==> src/hdl/sfpms_pkg.sv <==
// Constants and types for the module management and status block
package sfpms_pkg;
  localparam int CLK_HZ = 20_000_000;
  localparam int SCL_MAX_KHZ = 400;
  localparam int T_INIT_MS = 300;
  localparam int T_OFF_US = 10;
  localparam int T_FAULT_US = 100;
  localparam int INIT_CYCLES = T_INIT_MS * (CLK_HZ / 1000);
  localparam int OFF_CYCLES = T_OFF_US * (CLK_HZ / 1_000_000);
  localparam int FAULT_CYCLES = T_FAULT_US * (CLK_HZ / 1_000_000);
  localparam int REFRESH_CYCLES = 2000;
  localparam int SYNC_STAGES = 3;
  // Two-wire device addresses (7 bit)
  localparam logic [6:0] ID_DEV_ADDR = 7'h50;
  localparam logic [6:0] DIAG_DEV_ADDR = 7'h51;
  // Diagnostic page byte offsets
  localparam logic [7:0] DIAG_MON_BASE = 8'h00;
  localparam logic [7:0] DIAG_STATUS_OFS = 8'h0a;
  localparam logic [7:0] DIAG_CALMODE_OFS = 8'h0b;
  localparam logic [7:0] DIAG_SLOPE_OFS = 8'h0c;
  localparam logic [7:0] DIAG_OFFSET_OFS = 8'h0e;
  localparam int ID_ROM_DEPTH = 16;
  // Reset values
  localparam logic [7:0] PTR_RESET = 8'h00;
  localparam logic [15:0] CAL_SLOPE_DEF = 16'h0100;
  localparam logic [15:0] CAL_OFFSET_DEF = 16'h0000;
  localparam int MON_COUNT = 5;
  localparam int MON_W = 16;

  typedef struct packed {
    logic [15:0] temperature;
    logic [15:0] supply;
    logic [15:0] bias;
    logic [15:0] tx_power;
    logic [15:0] rx_power;
  } sfpms_mon_t;

  typedef struct packed {
    logic tx_fault;
    logic signal_absent;
    logic presence;
  } sfpms_pins_t;

  typedef enum logic [2:0] {
    SFPMS_IDLE = 3'b000,
    SFPMS_RX = 3'b001,
    SFPMS_RX_ACK = 3'b010,
    SFPMS_TX = 3'b011,
    SFPMS_TX_ACK = 3'b100
  } sfpms_state_t;

  typedef enum logic [1:0] {
    SFPMS_K_DEV = 2'b00,
    SFPMS_K_WORD = 2'b01,
    SFPMS_K_DATA = 2'b10
  } sfpms_kind_t;
endpackage

==> src/hdl/sfpms_top.sv <==
// Module management and status: two-wire memory, diagnostics and pin status
module sfpms_top #(
  parameter int INIT_CYC = sfpms_pkg::INIT_CYCLES,
  parameter int REFRESH_CYC = sfpms_pkg::REFRESH_CYCLES,
  parameter logic [15:0] CAL_SLOPE = sfpms_pkg::CAL_SLOPE_DEF,
  parameter logic [15:0] CAL_OFFSET = sfpms_pkg::CAL_OFFSET_DEF,
  parameter logic [7:0] ID_BYTE_BASE = 8'h5a  // Arbitrary identity seed
) (
  // Clock and reset
  input wire logic clock,
  input wire logic rst,
  // Two-wire pins from the host
  input wire logic scl_in,
  input wire logic sda_in,
  output logic sda_out,
  output logic sda_oe,
  // Host control pin
  input wire logic transmitter_off_input,
  input wire logic transmitter_off_input_open,
  // Internal sensors
  input wire logic laser_fault,
  input wire logic rx_light_lost,
  input wire logic cal_external,
  input wire sfpms_pkg::sfpms_mon_t mon_raw,
  // Status pins and laser control
  output sfpms_pkg::sfpms_pins_t pins,
  output logic laser_enable,
  output logic init_done
);
  import sfpms_pkg::*;

  // Elaboration checks: refresh counter is 16 bits wide
  if (INIT_CYC < 1 || INIT_CYC > INIT_CYCLES) begin
    $error("INIT_CYC out of range");
  end
  if (REFRESH_CYC < 1 || REFRESH_CYC > 2 ** 16) begin
    $error("REFRESH_CYC out of range");
  end

  // Pin synchronisers
  localparam int NSYNC = 3;
  logic [NSYNC-1:0] raw_in;
  logic [NSYNC-1:0] s1_r, s2_r, s3_r, stable_r;
  assign raw_in = {transmitter_off_input | transmitter_off_input_open, sda_in, scl_in};

  always_ff @(posedge clock) begin
    if (rst) begin
      s1_r <= '1;
      s2_r <= '1;
      s3_r <= '1;
      stable_r <= '1;
    end else begin
      s1_r <= raw_in;
      s2_r <= s1_r;
      s3_r <= s2_r;
      for (int i = 0; i < NSYNC; i++) begin
        if (s2_r[i] == s3_r[i]) stable_r[i] <= s3_r[i];
      end
    end
  end

  logic scl_f, sda_f, txoff_f;
  logic scl_q_r, sda_q_r;
  assign scl_f = stable_r[0];
  assign sda_f = stable_r[1];
  assign txoff_f = stable_r[2];

  always_ff @(posedge clock) begin
    if (rst) begin
      scl_q_r <= 1'b1;
      sda_q_r <= 1'b1;
    end else begin
      scl_q_r <= scl_f;
      sda_q_r <= sda_f;
    end
  end

  logic scl_rise, scl_fall, bus_start, bus_stop;
  assign scl_rise = scl_f & ~scl_q_r;
  assign scl_fall = ~scl_f & scl_q_r;
  assign bus_start = scl_f & scl_q_r & sda_q_r & ~sda_f;
  assign bus_stop = scl_f & scl_q_r & ~sda_q_r & sda_f;

  // Power-up initialization
  logic [31:0] init_cnt_r;
  always_ff @(posedge clock) begin
    if (rst) begin
      init_cnt_r <= '0;
      init_done <= 1'b0;
    end else if (!init_done) begin
      if (init_cnt_r == 32'(INIT_CYC - 1)) init_done <= 1'b1;
      else init_cnt_r <= init_cnt_r + 32'd1;
    end
  end

  // Status pins and laser shutdown
  always_ff @(posedge clock) begin
    if (rst) begin
      pins <= '{tx_fault: 1'b1, signal_absent: 1'b1, presence: 1'b0};
      laser_enable <= 1'b0;
    end else begin
      pins.tx_fault <= ~init_done | laser_fault;
      pins.signal_absent <= rx_light_lost;
      pins.presence <= 1'b0;
      laser_enable <= init_done & ~txoff_f;
    end
  end

  // Monitor snapshot, frozen while a transfer is in progress
  sfpms_state_t state_r;
  logic [15:0] refresh_cnt_r;
  logic [MON_COUNT-1:0][MON_W-1:0] raw_v, snap_raw_r, snap_cal_r;
  assign raw_v = mon_raw;

  always_ff @(posedge clock) begin
    if (rst) begin
      refresh_cnt_r <= '0;
      snap_raw_r <= '0;
      snap_cal_r <= '0;
    end else if (refresh_cnt_r >= 16'(REFRESH_CYC - 1)) begin
      if (state_r == SFPMS_IDLE) begin
        refresh_cnt_r <= '0;
        for (int m = 0; m < MON_COUNT; m++) begin
          snap_raw_r[m] <= raw_v[m];
          snap_cal_r[m] <= 16'((32'(raw_v[m]) * 32'(CAL_SLOPE)) >> 8) + CAL_OFFSET;
        end
      end
    end else begin
      refresh_cnt_r <= refresh_cnt_r + 16'd1;
    end
  end

  // Readable memory
  logic [7:0] id_rom [ID_ROM_DEPTH];
  always_comb begin
    for (int b = 0; b < ID_ROM_DEPTH; b++) id_rom[b] = ID_BYTE_BASE + 8'(b);
  end

  logic diag_page_r;
  logic [7:0] ptr_r;
  logic [7:0] rd_byte;
  logic [MON_W-1:0] mon_sel;
  logic [3:0] mon_idx;

  always_comb begin
    mon_idx = ptr_r[4:1];
    mon_sel = '0;
    if (mon_idx < 4'(MON_COUNT)) begin
      mon_sel = cal_external ? snap_raw_r[MON_COUNT-1-mon_idx] : snap_cal_r[MON_COUNT-1-mon_idx];
    end
    rd_byte = 8'h00;
    if (!diag_page_r) begin
      if (ptr_r < 8'(ID_ROM_DEPTH)) rd_byte = id_rom[ptr_r[3:0]];
    end else if (ptr_r < DIAG_STATUS_OFS) begin
      rd_byte = ptr_r[0] ? mon_sel[7:0] : mon_sel[15:8];
    end else begin
      case (ptr_r)
        DIAG_STATUS_OFS: rd_byte = {5'h00, txoff_f, pins.tx_fault, pins.signal_absent};
        DIAG_CALMODE_OFS: rd_byte = {7'h00, cal_external};
        DIAG_SLOPE_OFS: rd_byte = CAL_SLOPE[15:8];
        DIAG_SLOPE_OFS + 8'h01: rd_byte = CAL_SLOPE[7:0];
        DIAG_OFFSET_OFS: rd_byte = CAL_OFFSET[15:8];
        DIAG_OFFSET_OFS + 8'h01: rd_byte = CAL_OFFSET[7:0];
        default: rd_byte = 8'h00;
      endcase
    end
  end

  // Two-wire slave
  sfpms_kind_t kind_r;
  logic [3:0] bit_cnt_r;
  logic [7:0] shift_r;
  logic [7:0] tx_sh_r;
  logic rw_r;

  always_ff @(posedge clock) begin
    if (rst) begin
      state_r <= SFPMS_IDLE;
      kind_r <= SFPMS_K_DEV;
      bit_cnt_r <= '0;
      shift_r <= '0;
      tx_sh_r <= '0;
      rw_r <= 1'b0;
      diag_page_r <= 1'b0;
      ptr_r <= PTR_RESET;
      sda_out <= 1'b0;
      sda_oe <= 1'b0;
    end else if (bus_start) begin
      state_r <= SFPMS_RX;
      kind_r <= SFPMS_K_DEV;
      bit_cnt_r <= '0;
      sda_oe <= 1'b0;
    end else if (bus_stop) begin
      state_r <= SFPMS_IDLE;
      sda_oe <= 1'b0;
    end else begin
      case (state_r)
        SFPMS_IDLE: sda_oe <= 1'b0;
        SFPMS_RX: begin
          if (scl_rise && bit_cnt_r < 4'd8) begin
            shift_r <= {shift_r[6:0], sda_f};
            bit_cnt_r <= bit_cnt_r + 4'd1;
          end else if (scl_fall && bit_cnt_r == 4'd8) begin
            if (kind_r == SFPMS_K_DEV) begin
              if (shift_r[7:1] == ID_DEV_ADDR || shift_r[7:1] == DIAG_DEV_ADDR) begin
                diag_page_r <= shift_r[1];
                rw_r <= shift_r[0];
                sda_oe <= 1'b1;
                state_r <= SFPMS_RX_ACK;
              end else begin
                state_r <= SFPMS_IDLE;
              end
            end else begin
              if (kind_r == SFPMS_K_WORD) ptr_r <= shift_r;
              sda_oe <= 1'b1;
              state_r <= SFPMS_RX_ACK;
            end
          end
        end
        SFPMS_RX_ACK: begin
          if (scl_fall) begin
            bit_cnt_r <= '0;
            if (kind_r == SFPMS_K_DEV && rw_r) begin
              tx_sh_r <= rd_byte;
              sda_oe <= ~rd_byte[7];
              ptr_r <= ptr_r + 8'd1;
              bit_cnt_r <= 4'd1;
              state_r <= SFPMS_TX;
            end else begin
              sda_oe <= 1'b0;
              kind_r <= (kind_r == SFPMS_K_DEV) ? SFPMS_K_WORD : SFPMS_K_DATA;
              state_r <= SFPMS_RX;
            end
          end
        end
        SFPMS_TX: begin
          if (scl_fall) begin
            if (bit_cnt_r == 4'd8) begin
              sda_oe <= 1'b0;
              state_r <= SFPMS_TX_ACK;
            end else begin
              sda_oe <= ~tx_sh_r[6];
              tx_sh_r <= {tx_sh_r[6:0], 1'b0};
              bit_cnt_r <= bit_cnt_r + 4'd1;
            end
          end
        end
        SFPMS_TX_ACK: begin
          if (scl_rise && sda_f) begin
            state_r <= SFPMS_IDLE;
          end else if (scl_fall) begin
            tx_sh_r <= rd_byte;
            sda_oe <= ~rd_byte[7];
            ptr_r <= ptr_r + 8'd1;
            bit_cnt_r <= 4'd1;
            state_r <= SFPMS_TX;
          end
        end
        default: begin
          state_r <= SFPMS_IDLE;
          sda_oe <= 1'b0;
        end
      endcase
    end
  end
endmodule

==> config.mk <==
export PLATFORM = sky130hd
export DESIGN_NAME = sfpms_top
export DESIGN_NICKNAME = d
export VERILOG_FILES = /design/src/hdl/sfpms_pkg.sv /design/src/hdl/sfpms_top.sv
export SDC_FILE = /design/constraint.sdc
export NUM_CORES = 1
export LEC_CHECK = 0
export BUFFER_PORTS_ARGS = -buffer_cell sky130_fd_sc_hd__buf_2
export CAP_MARGIN = 30
export CORE_UTILIZATION = 45
export CTS_CLUSTER_SIZE = 30
export DETAILED_ROUTE_END_ITERATION = 10
export GPL_ROUTABILITY_DRIVEN = 1
export GPL_TIMING_DRIVEN = 0
export HOLD_SLACK_MARGIN = 0.02
export SYNTH_ARGS = -nofsm -noshare
export SYNTH_HDL_FRONTEND = slang
export SYNTH_SLANG_ARGS = --single-unit
export TNS_END_PERCENT = 100
==> constraint.sdc <==
create_clock -name clock -period 8.6 [get_ports clock]
set_input_delay 0.86 -clock clock [delete_from_list [all_inputs] [get_ports clock]]
set_output_delay 0.86 -clock clock [all_outputs]
set_load 0.02 [all_outputs]
# Word level (Yosys, flattened, before mapping)

Memories as Yosys holds them, arrays and structs flattened.
Index checks and enable logic that the tools add are counted.
Widths: inputs -> output; s select.

$add $sub $neg: 5
Magnitude comparators: 7
Equal/unequal tests: 37
Mux-type cells: 63
Bitwise operators: 25
Reduce and logical (&&, ||, !) cells: 23

Operators by type and width:

| kind                  | number |
|---|---|
| $mux 8                | 14 |
| $mux 16               | 4 |
| $bmux 16 s3           | 1 |
| $mux 7                | 6 |
| $add 32x1->32 const B | 1 |
| $eq 32x23->1 const B  | 1 |
| $lt 32x4->1 const B   | 1 |
| $reduce_and 7->1      | 4 |
| $eq 8x4->1 const B    | 3 |
| $mux 3                | 8 |
| $mux 4                | 6 |
| $ne 2x2->1 const B    | 12 |
| $pmux 8 s3            | 1 |
| $pmux 7 s3            | 1 |
| $ne 4x4->1 const B    | 5 |
| $add 16x1->16 const B | 1 |
| $ge 16x11->1 const B  | 1 |
| $pmux 4 s4            | 1 |
| $mux 1                | 15 |
| $pmux 3 s5            | 1 |
| $eq 7x7->1 const B    | 2 |
| $not 1->1             | 14 |
| $reduce_and 11->1     | 1 |
| $ne 3x3->1 const B    | 3 |
| other kinds (34)      | 53 |

Flip-flop bits (word level): 182
Bits in read-only memories: 128
Bits of input ports: 89
Output and inout bits: 7
Memories kept: 1

Memories:

| name            | words | bits a word | read ports | clocked after memory_dff | write ports | line             | text |
|---|---|---|---|---|---|---|---|
| (no name shown) | 16    | 8           | 1          | 0                        | 0           | sfpms_top.sv:153 | `if (ptr_r < 8'(ID_ROM_DEPTH)) rd_byte = id_rom[ptr_r[3:0]];` |

# Longest topological paths before layout

Gate-level depths: netlist of run 1.

Depth in word-level cells: 11
Mapped depth: 11

# Least setup slack after synthesis of run 1

Ideal clock, no wire load.

Path kind: flip-flop to flip-flop
From: register ptr_r[1]
To: register tx_sh_r[3]
Data arrival time: 2.948 ns
Data required time: 8.466 ns
Path slack: 5.517 ns
Stages on the path, launching flop included: 10
Clock period less this slack: 3.083 ns
Cells stage by stage: dfxtp_1 buf_2 buf_2 inv_1 ha_1 buf_2 mux4_2 a221o_1 a2111oi_0 a211oi_1

Word-level cells in the longest chain between the ends: 10
Elaborated cells on any way between the ends: 20

Ends and longest elaborated chain:

| element                       | line                               | text |
|---|---|---|
| start, declared               | sfpms_top.sv:140                   | `logic [7:0] ptr_r;` |
| start signal, assigned        | sfpms_top.sv:214                   | `if (kind_r == SFPMS_K_WORD) ptr_r <= shift_r;` |
| start signal, assigned        | sfpms_top.sv:226                   | `ptr_r <= ptr_r + 8'd1;` |
| start signal, assigned        | sfpms_top.sv:254                   | `ptr_r <= ptr_r + 8'd1;` |
| $sub 3x4->5                   | sfpms_top.sv:149                   | `mon_sel = cal_external ? snap_raw_r[MON_COUNT-1-mon_idx] : snap_cal_r[MON_COUNT-1-mon_idx];` |
| $bmux 16 s3                   | sfpms_top.sv:149                   |  |
| $mux 16 (implied by the code) | sfpms_top.sv:149                   |  |
| $mux 16                       | sfpms_top.sv:148                   | `if (mon_idx < 4'(MON_COUNT)) begin` |
| $mux 8                        | sfpms_top.sv:155                   | `rd_byte = ptr_r[0] ? mon_sel[7:0] : mon_sel[15:8];` |
| $mux 8                        | sfpms_top.sv:154                   | `end else if (ptr_r < DIAG_STATUS_OFS) begin` |
| $mux 8 (*)                    | sfpms_top.sv:152                   | `if (!diag_page_r) begin` |
| $mux 7 (on tied branches)     | sfpms_top.sv:251, sfpms_top.sv:223 |  |
| $mux 7 (on tied branches)     | sfpms_top.sv:249, sfpms_top.sv:221 |  |
| $pmux 7 s3 (*)                | sfpms_top.sv:197                   | `case (state_r)` |
| end signal, assigned          | sfpms_top.sv:224                   | `tx_sh_r <= rd_byte;` |
| end signal, assigned          | sfpms_top.sv:243                   | `tx_sh_r <= {tx_sh_r[6:0], 1'b0};` |
| end signal, assigned          | sfpms_top.sv:252                   | `tx_sh_r <= rd_byte;` |
| end, declared                 | sfpms_top.sv:173                   | `logic [7:0] tx_sh_r;` |

Every way passes the cells marked *; elsewhere a longest branch is shown, timed or not. The select of a mux whose other input is x is not followed.
A chain may end at the register's enable or synchronous reset.

# Final worst setup path of run 1

Ends and elaborated chain as after synthesis.

==> flow_metrics.env, run 1 <==
export IMPL_initial_utilization_pct=46.0
export IMPL_ys_warn_count=0
export IMPL_antenna_found_initial=0
export IMPL_wl_um=25100
export IMPL_die_w_um=141
export IMPL_fin_crit_sh_pct=45.7
export IMPL_layout_drive_gt1_share_pct=16.4
export IMPL_pin_count=96
export IMPL_cts_buffer_depth=2
export IMPL_fmax_ghz=0.254
export IMPL_grt_max_degree=19
export IMPL_min_path_type="flop to flop"
export IMPL_synth_edff_count=0
export IMPL_ant_nets=0
export IMPL_endpoint_kind="flop"
export IMPL_synth_distinct_cells=74
export IMPL_drv_slew=0
export IMPL_gr_usage_all_layers_pct=26.3
export IMPL_cp_max_fo=10
export IMPL_fin_crit_ps=3930
export IMPL_dp_cells=1365
export IMPL_cts_root_buf="clkbuf_16"
export IMPL_tritoncts="yes"
export IMPL_cts_setup_buffers=0
export IMPL_skew_ps=10.4
export IMPL_p_leak_nw=3.43
export IMPL_max_slew_margin_pct=41.9
export IMPL_die_h_um=141
export IMPL_cts_buffers=17
export IMPL_finalPower_w=0.00169
export IMPL_core_rowCount=50
export IMPL_area_delta_synth_final_pct=15.5
export IMPL_startpoint_type="flop"
export IMPL_synthCells=1038
export IMPL_post_drt_via_cell_ratio=5.75
export IMPL_first_global_vias=7542
export IMPL_powerDensity_nw_per_um2=169
export IMPL_numPortBuffers=92
export IMPL_status="finished clean"
export IMPL_worstHoldPathCells=1
export IMPL_dp_hpwl_um=18400
export IMPL_final_cell_mix="208 x nand2_1, 181 x dfxtp_1, 143 x a21oi_1"
export IMPL_core_um2=18800
export IMPL_critPathRequiredTime_ps=8900
export IMPL_synth_seq_cells=181
export IMPL_wl_per_cell_um=17.9
export IMPL_ir_drop_uv=131
export IMPL_setup_worst_path_class="flop to flop"
export IMPL_vias=8039
export IMPL_grt_overflow_total=0
export IMPL_clk_latency_ps=440
export IMPL_synth_area_um2=8640
export IMPL_grt_pass1_wl_um=40300
export IMPL_place_congestion=0.894
export IMPL_clk_pin_slew_ps=70
export IMPL_max_cap_viol_count=0
export IMPL_layout_commonest_cell="nand2_1"
export IMPL_cts_sinks=181
export IMPL_stdcell_count=1397
export IMPL_hold_viol=0
export IMPL_reg2reg_depth=9
export IMPL_cts_resized=0
export IMPL_synthArstFlopShare_pct=0
export IMPL_final_setup_tns_ps=0
export IMPL_dr_pass1_iters=5
export IMPL_reg2reg_slack_ps=4670
export IMPL_nets=1249
export IMPL_dieArea_um2=19700
export IMPL_setup_viol=0
export IMPL_yosysSeqAreaShare_pct=42.0
export IMPL_worstMarginPinSlew_ps=871
export IMPL_cts_hold_buf=0
export IMPL_ys_flop_type="dfxtp_1"
export IMPL_fillers=1852
export IMPL_diodes=0
export IMPL_rsz0062_at_grt="false"
export IMPL_cp_arrival_ps=4240
export IMPL_initialDrtViolationCount=563
export IMPL_remaining_drc_errors=0
export IMPL_avgSynthCellArea_um2=8.32
export IMPL_cts_htree_levels=4
==> cells by family (layout without fill, tap and decap cells) <==
family                   after synthesis  count (layout)  synth area share (%)
AO/OA/AOI/OAI                        267             267                  19.1
XOR/XNOR                               8               8                 0.811
adder cells (fa/ha/maj)               10              10                  1.45
buffers and inverters                 89             213                  4.29
flip-flops                           181             181                  42.0
multiplexers                          34              34                  6.43
other                                  1               2                0.0434
AND/OR/NAND/NOR                      448             448                  25.9
==> through the flow <==
step	hold slack (ps)	cell area (um^2)	utilization, %	setup WS [ps]
final	410	9980	53.2	4670
after floorplan	389	8640	-	5520
after global routing	413	9980	53.2	4350
after global placement	393	9390	50.0	4660
after detailed placement	394	9390	50.0	4680
after CTS	411	9980	53.2	4640
==> report_power, final <==
part | switching, W | leakage, nW | internal (W)
clock network | 0.000372 | 0.287 | 0.000413
logic | 0.0000329 | 1.68 | 0.0000221
registers | 0.00000342 | 1.46 | 0.000842
==> final timing paths <==
path                    startpoint                 endpoint
max          ptr_r[1]$_SDFFE_PP0P_  tx_sh_r[3]$_SDFFE_PP0P_
min             s1_r[1]$_SDFF_PP1_       s2_r[1]$_SDFF_PP1_
max reg2reg  ptr_r[1]$_SDFFE_PP0P_  tx_sh_r[3]$_SDFFE_PP0P_
min reg2reg     s1_r[1]$_SDFF_PP1_       s2_r[1]$_SDFF_PP1_
==> state kept, by name, summed over array words and instances, names as in the netlist <==
signal	flops
kind_r	2
refresh_cnt_r	16
diag_page_r	1
laser_enable	1
tx_sh_r	7
state_r	3
snap_cal_r	80
rw_r	1
pins	2
init_done	1
init_cnt_r	32
s3_r	3
ptr_r	8
sda_q_r	1
scl_q_r	1
shift_r	8
bit_cnt_r	4
s1_r	3
s2_r	3
stable_r	3
sda_oe	1
==> cell type report <==
type,count,area (um^2),share of cell area [%]
plain buffers,75,318,3.18
clock buffers,17,425,4.26
clock inverters,15,160,1.61
inverters,14,52.6,0.527
multi-input cells,769,4650,46.6
flip-flops and latches,181,3620,36.3
well taps,234,293,2.93
repair buffers,92,460,4.61
==> cells in the mapped netlist, drive strengths merged, types with 10 or more instances <==
| master | n | area share [%] |
|---|---|---|
| dfxtp | 181 | 42 |
| mux2 | 12 | 1.6 |
| nand4 | 16 | 1.2 |
| nor4 | 17 | 1.5 |
| and3 | 12 | 0.87 |
| o21ai | 22 | 1.3 |
| nor2b | 17 | 1.2 |
| nand2 | 208 | 9.0 |
| nor2 | 39 | 1.7 |
| or4 | 21 | 1.8 |
| nor3 | 20 | 1.2 |
| mux4 | 16 | 4.2 |
| clkbuf | 50 | 2.2 |
| o31ai | 22 | 1.9 |
| ha | 10 | 1.4 |
| buf | 25 | 1.5 |
| or3 | 10 | 0.72 |
| nand3 | 39 | 2.3 |
| a211oi | 14 | 1.2 |
| a21oi | 143 | 8.3 |
| inv | 13 | 0.57 |
| or2 | 15 | 1.1 |
==> worst max-delay path, stage by stage, from the launching register on <==
cell       delay [ps]
dfxtp_1           540
buf_2             410
buf_2             380
inv_1             180
ha_1              360
buf_2             320
mux4_2            570
a221o_1           330
a2111oi_0         550
a211oi_1          140
==> per-layer routing <==
metal | share of wire [%] | GRT usage (%)
met1 | 46 | 35.7
met2 | 46 | 42.7
met3 | 5.3 | 4.92
met4 | 1.7 | 7.78
met5 | 0 | 0
Note: power is estimated with default switching activity, not from simulation.
==> run 2, diff against run 1 <==
- clock period: 8.6 -> 4 ns (I/O delays scaled with it)
==> run 2 against run 1 <==
- die area did not move
- combinational power up 110%
- flip-flop and latch count did not move
- global-route usage did not move
- core utilization increased by 0.067 points
- sequential share of layout area barely moved
- first-iteration DRC count up 20%
- clock skew rose by 3.2 ps
- critical endpoint unchanged
- critical path type unchanged
- fmax up 7.7%
- routed wire length grew 0.16%
- via count down 0.63%
==> flow_metrics.env, run 2 (synthesized netlist as in run 1, its figures left out) <==
export IMPL_cts_hold_buf=0
export IMPL_worstMarginPinSlew_ps=913
export IMPL_core_rowCount=50
export IMPL_final_area_um2=9990
export IMPL_reg_top3="snap_cal_r (80), init_cnt_r (32), refresh_cnt_r (16)"
export IMPL_fin_crit_sh_pct=91.4
export IMPL_remaining_drc_errors=0
export IMPL_antenna_found_initial=0
export IMPL_numPortBuffers=92
export IMPL_nets=1249
export IMPL_grt_overflow_total=0
export IMPL_rsz0062_at_grt="false"
export IMPL_layout_commonest_cell="nand2_1"
export IMPL_cts_setup_buffers=0
export IMPL_tritoncts="yes"
export IMPL_ant_nets=0
export IMPL_final_cell_mix="208 x nand2_1, 180 x dfxtp_1, 143 x a21oi_1"
export IMPL_wl_per_cell_um=18.0
export IMPL_largest_register_ffs=80
export IMPL_min_path_type="input pin to flop"
export IMPL_core_um2=18800
export IMPL_fmax_ghz=0.274
export IMPL_die_h_um=141
export IMPL_cts_buffer_depth=2
export IMPL_ir_drop_uv=277
export IMPL_vias=7988
export IMPL_hold_viol=0
export IMPL_area_delta_synth_final_pct=15.7
export IMPL_finalPower_w=0.00362
export IMPL_first_global_vias=7542
export IMPL_endpoint_kind="flop"
export IMPL_post_drt_via_cell_ratio=5.72
export IMPL_dieArea_um2=19700
export IMPL_regMostFlops="snap_cal_r"
export IMPL_cts_sinks=181
export IMPL_setup_viol=0
export IMPL_cts_root_buf="clkbuf_16"
export IMPL_fin_crit_ps=3650
export IMPL_skew_ps=13.6
export IMPL_initial_utilization_pct=46.0
export IMPL_p_leak_nw=3.43
export IMPL_critPathRequiredTime_ps=4300
export IMPL_whs_ps=140
export IMPL_gr_usage_all_layers_pct=26.3
export IMPL_powerDensity_nw_per_um2=363
export IMPL_grt_pass1_wl_um=40300
export IMPL_place_congestion=0.894
export IMPL_placed_area_um2=9390
export IMPL_die_w_um=141
export IMPL_final_setup_tns_ps=0
export IMPL_status="finished clean"
export IMPL_initialDrtViolationCount=678
export IMPL_reg2reg_slack_ps=350
export IMPL_startpoint_type="flop"
export IMPL_clk_latency_ps=440
export IMPL_pin_count=96
export IMPL_max_cap_viol_count=0
export IMPL_drv_slew=0
export IMPL_cts_buffers=17
export IMPL_cp_arrival_ps=3950
export IMPL_cp_max_fo=10
export IMPL_clk_pin_slew_ps=70
export IMPL_setup_worst_path_class="flop to flop"
export IMPL_grt_max_degree=19
export IMPL_max_slew_margin_pct=39.2
export IMPL_cts_resized=0
export IMPL_dp_hpwl_um=18400
export IMPL_cts_htree_levels=4
export IMPL_diodes=0
export IMPL_layout_drive_gt1_share_pct=16.6
export IMPL_dr_pass1_iters=5
export IMPL_wl_um=25100
[run 2: changes by cell type in the layout (fill, tap and decap cells not counted)]
cell and delta:
clkbuf_4 +1, dfxtp_1 -1, dfxtp_2 +1, a2111oi_1 +1, a2111oi_0 -1, o41ai_2 +1, o41ai_1 -1, buf_2 -1
[run 2: layer usage]
metal	vias to the layer above	global-route usage, %	routed length, um
li1	3999	-	-
met1	3725	35.7	11800
met4	0	7.78	439
met5	-	0	0
met2	235	42.7	11600
met3	29	4.92	1290
[run 2: power by group]
group	total (W)	internal, W	switching (W)
registers	0.00182	0.00181	0.00000734
logic	0.000118	0.0000476	0.0000708
clock network	0.00169	0.000889	0.000799
[run 2: cell type report]
class,instances,area [um^2]
fill,1848,8780
multi-input combinational,769,4650
sequential,181,3620
timing repair buffer,92,460
clock buffer,17,425
buffer,75,320
tap,234,293
clock inverter,15,160
inverter,14,52.6
[run 2: worst max-delay path: stages, from the launching register on]
cell and delay (ps):
dfxtp_2 440, clkbuf_4 310, buf_2 360, inv_1 180
ha_1 360, buf_2 320, mux4_2 570, a221o_1 330
a2111oi_1 490, a211oi_1 140
[run 2: worst paths after layout]
check / startpoint / to / depth (start not counted)
worst min-delay path: rx_light_lost / pins[1]$_SDFF_PP1_ / 2
worst max-delay path: ptr_r[1]$_SDFFE_PP0P_ / tx_sh_r[3]$_SDFFE_PP0P_ / 9
worst min register to register: s1_r[1]$_SDFF_PP1_ / s2_r[1]$_SDFF_PP1_ / 1
worst max register to register: ptr_r[1]$_SDFFE_PP0P_ / tx_sh_r[3]$_SDFFE_PP0P_ / 9
[run 2: through the flow]
step	util, %	std cells	setup WS (ps)
2_1_floorplan	-	1039	917
5_1_grt	53.2	1397	90.6
3_5_place_dp	50.0	1365	76.4
6_report	53.2	1397	346
4_1_cts	53.2	1397	43.8
3_3_place_gp	50.0	1365	64.7
==> run 3, diff against run 2 <==
- CELL_PAD_IN_SITES_DETAIL_PLACEMENT: default -> 1
- CELL_PAD_IN_SITES_GLOBAL_PLACEMENT: default -> 1
- CORE_ASPECT_RATIO: default -> 0.8
- CORE_UTILIZATION: 45 -> 44
- PLACE_DENSITY_LB_ADDON: default -> 0.1
- clock period: 4 -> 4.1 ns (I/O delays scaled with it)
==> run 3 against run 2 <==
- clock power is 5% lower
- hold slack better by 3.0 ps
- sequential power is 3% lower
- clock skew is 1.3 ps higher
- sequential share of layout area hardly changed
- critical endpoint is now sda_oe$_SDFFE_PP0P_
==> flow_metrics.env, run 3 (synthesized netlist as in run 1, its figures left out) <==
export IMPL_reg_top3="snap_cal_r (80), init_cnt_r (32), refresh_cnt_r (16)"
export IMPL_largest_register_ffs=80
export IMPL_layout_commonest_cell="nand2_1"
export IMPL_fmax_ghz=0.259
export IMPL_core_rowCount=45
export IMPL_holdPathEnd="pins[1]$_SDFF_PP1_"
export IMPL_dieArea_um2=20200
export IMPL_fin_crit_ps=3860
export IMPL_post_drt_via_cell_ratio=5.86
export IMPL_clk_latency_ps=450
export IMPL_final_cell_mix="208 x nand2_1, 181 x dfxtp_1, 143 x a21oi_1"
export IMPL_grt_pass1_wl_um=44900
export IMPL_status="finished clean"
export IMPL_cts_root_buf="clkbuf_16"
export IMPL_skew_ps=14.9
export IMPL_worstMarginPinSlew_ps=863
export IMPL_setup_viol=0
export IMPL_nets=1249
export IMPL_antenna_found_initial=0
export IMPL_fin_crit_sh_pct=94.0
export IMPL_tritoncts="yes"
export IMPL_numPortBuffers=92
export IMPL_max_cap_viol_count=0
export IMPL_first_global_vias=7931
export IMPL_hold_viol=0
export IMPL_cts_setup_buffers=0
export IMPL_max_slew_margin_pct=41.8
export IMPL_r2r_start="ptr_r[1]$_SDFFE_PP0P_"
export IMPL_fin_util_pct=52.3
export IMPL_rr_endpoint="sda_oe$_SDFFE_PP0P_"
export IMPL_setup_worst_path_class="flop to flop"
export IMPL_diodes=0
export IMPL_die_h_um=127
export IMPL_remaining_drc_errors=0
export IMPL_cts_buffers=17
export IMPL_reg2reg_slack_ps=240
export IMPL_final_setup_tns_ps=0
export IMPL_area_delta_synth_final_pct=15.7
export IMPL_cp_max_fo=10
export IMPL_powerDensity_nw_per_um2=350
export IMPL_cts_htree_levels=4
export IMPL_wl_per_cell_um=20.0
export IMPL_cp_arrival_ps=4140
export IMPL_wl_um=28400
export IMPL_die_w_um=159
export IMPL_critPathRequiredTime_ps=4380
export IMPL_pin_count=96
export IMPL_p_leak_nw=3.42
export IMPL_reg2reg_depth=10
export IMPL_holdCritStartpoint="rx_light_lost"
export IMPL_ir_drop_uv=302
export IMPL_initialDrtViolationCount=568
export IMPL_clk_pin_slew_ps=80
export IMPL_grt_max_degree=19
export IMPL_worstHoldPathCells=2
export IMPL_placed_area_um2=9420
export IMPL_vias=8331
export IMPL_min_path_type="input pin to flop"
export IMPL_cts_buffer_depth=2
export IMPL_layout_drive_gt1_share_pct=16.4
export IMPL_cts_sinks=181
export IMPL_regMostFlops="snap_cal_r"
export IMPL_core_um2=19100
export IMPL_final_area_um2=9990
export IMPL_endpoint_kind="flop"
export IMPL_whs_ps=143
export IMPL_dr_pass1_iters=5
export IMPL_rsz0062_at_grt="false"
export IMPL_dp_hpwl_um=21400
export IMPL_finalPower_w=0.00350
export IMPL_gr_usage_all_layers_pct=29.4
export IMPL_cts_hold_buf=0
export IMPL_initial_utilization_pct=45.2
export IMPL_place_congestion=0.875
export IMPL_startpoint_type="flop"
export IMPL_grt_overflow_total=0
export IMPL_drv_slew=0
export IMPL_ant_nets=0
## run 3: where the power goes
| group | leakage (nW) | switching (W) | internal, W | total (W) |
|---|---|---|---|---|
| registers | 1.46 | 0.00000765 | 0.00177 | 0.00177 |
| logic | 1.68 | 0.0000738 | 0.0000466 | 0.000120 |
| clock network | 0.275 | 0.000800 | 0.000803 | 0.00160 |
| total | 3.42 | 0.000882 | 0.00262 | 0.00350 |
## run 3: worst max path at each step
stage | start | endpoint | slack [ps] | depth (start not counted)
2_1_floorplan | ptr_r[1]$_SDFFE_PP0P_ | tx_sh_r[3]$_SDFFE_PP0P_ | 1020 | 9
6_report | ptr_r[1]$_SDFFE_PP0P_ | sda_oe$_SDFFE_PP0P_ | 240 | 10
4_1_cts | ptr_r[1]$_SDFFE_PP0P_ | tx_sh_r[3]$_SDFFE_PP0P_ | 240 | 9
3_3_place_gp | ptr_r[1]$_SDFFE_PP0P_ | sda_oe$_SDFFE_PP0P_ | 350 | 10
3_5_place_dp | ptr_r[1]$_SDFFE_PP0P_ | tx_sh_r[3]$_SDFFE_PP0P_ | 250 | 9
5_1_grt | ptr_r[1]$_SDFFE_PP0P_ | sda_oe$_SDFFE_PP0P_ | 50 | 10
## run 3: stage by stage
stage | instances | worst slack (ps)
after floorplan | 1039 | 1020
after global placement | 1389 | 347
after detailed placement | 1389 | 255
after CTS | 1421 | 243
after global routing | 1421 | 51.6
final | 1421 | 245
## run 3: final cells by class
cell class,count,area (um^2)
Tap cell,258,323
Clock inverter,15,139
Sequential cell,181,3620
Multi-Input combinational cell,769,4650
Timing Repair Buffer,92,460
Clock buffer,17,425
Inverter,14,52.6
Fill cell,2347,9100
Buffer,75,318
## run 3: worst max-delay path, stage by stage, from the launching register on
cell and delay (ps):
dfxtp_1 540, buf_2 370, buf_2 340, inv_1 170, ha_1 350, buf_2 230, buf_2 260, nor2_1 350
a21oi_1 120, o41ai_1 800, a211oi_1 150
## run 3: per-layer routing
metal  wire [um]  track usage (%)
met5           0                0
met4         482             8.31
met2       12500             44.3
met1       14000             43.7
met3        1400             3.66
## run 3: timing repair
item                                    4_1_cts  5_1_grt
hold endpoints to repair                      0        0
gates resized for setup                       0        1
endpoints found under the setup margin        0        1
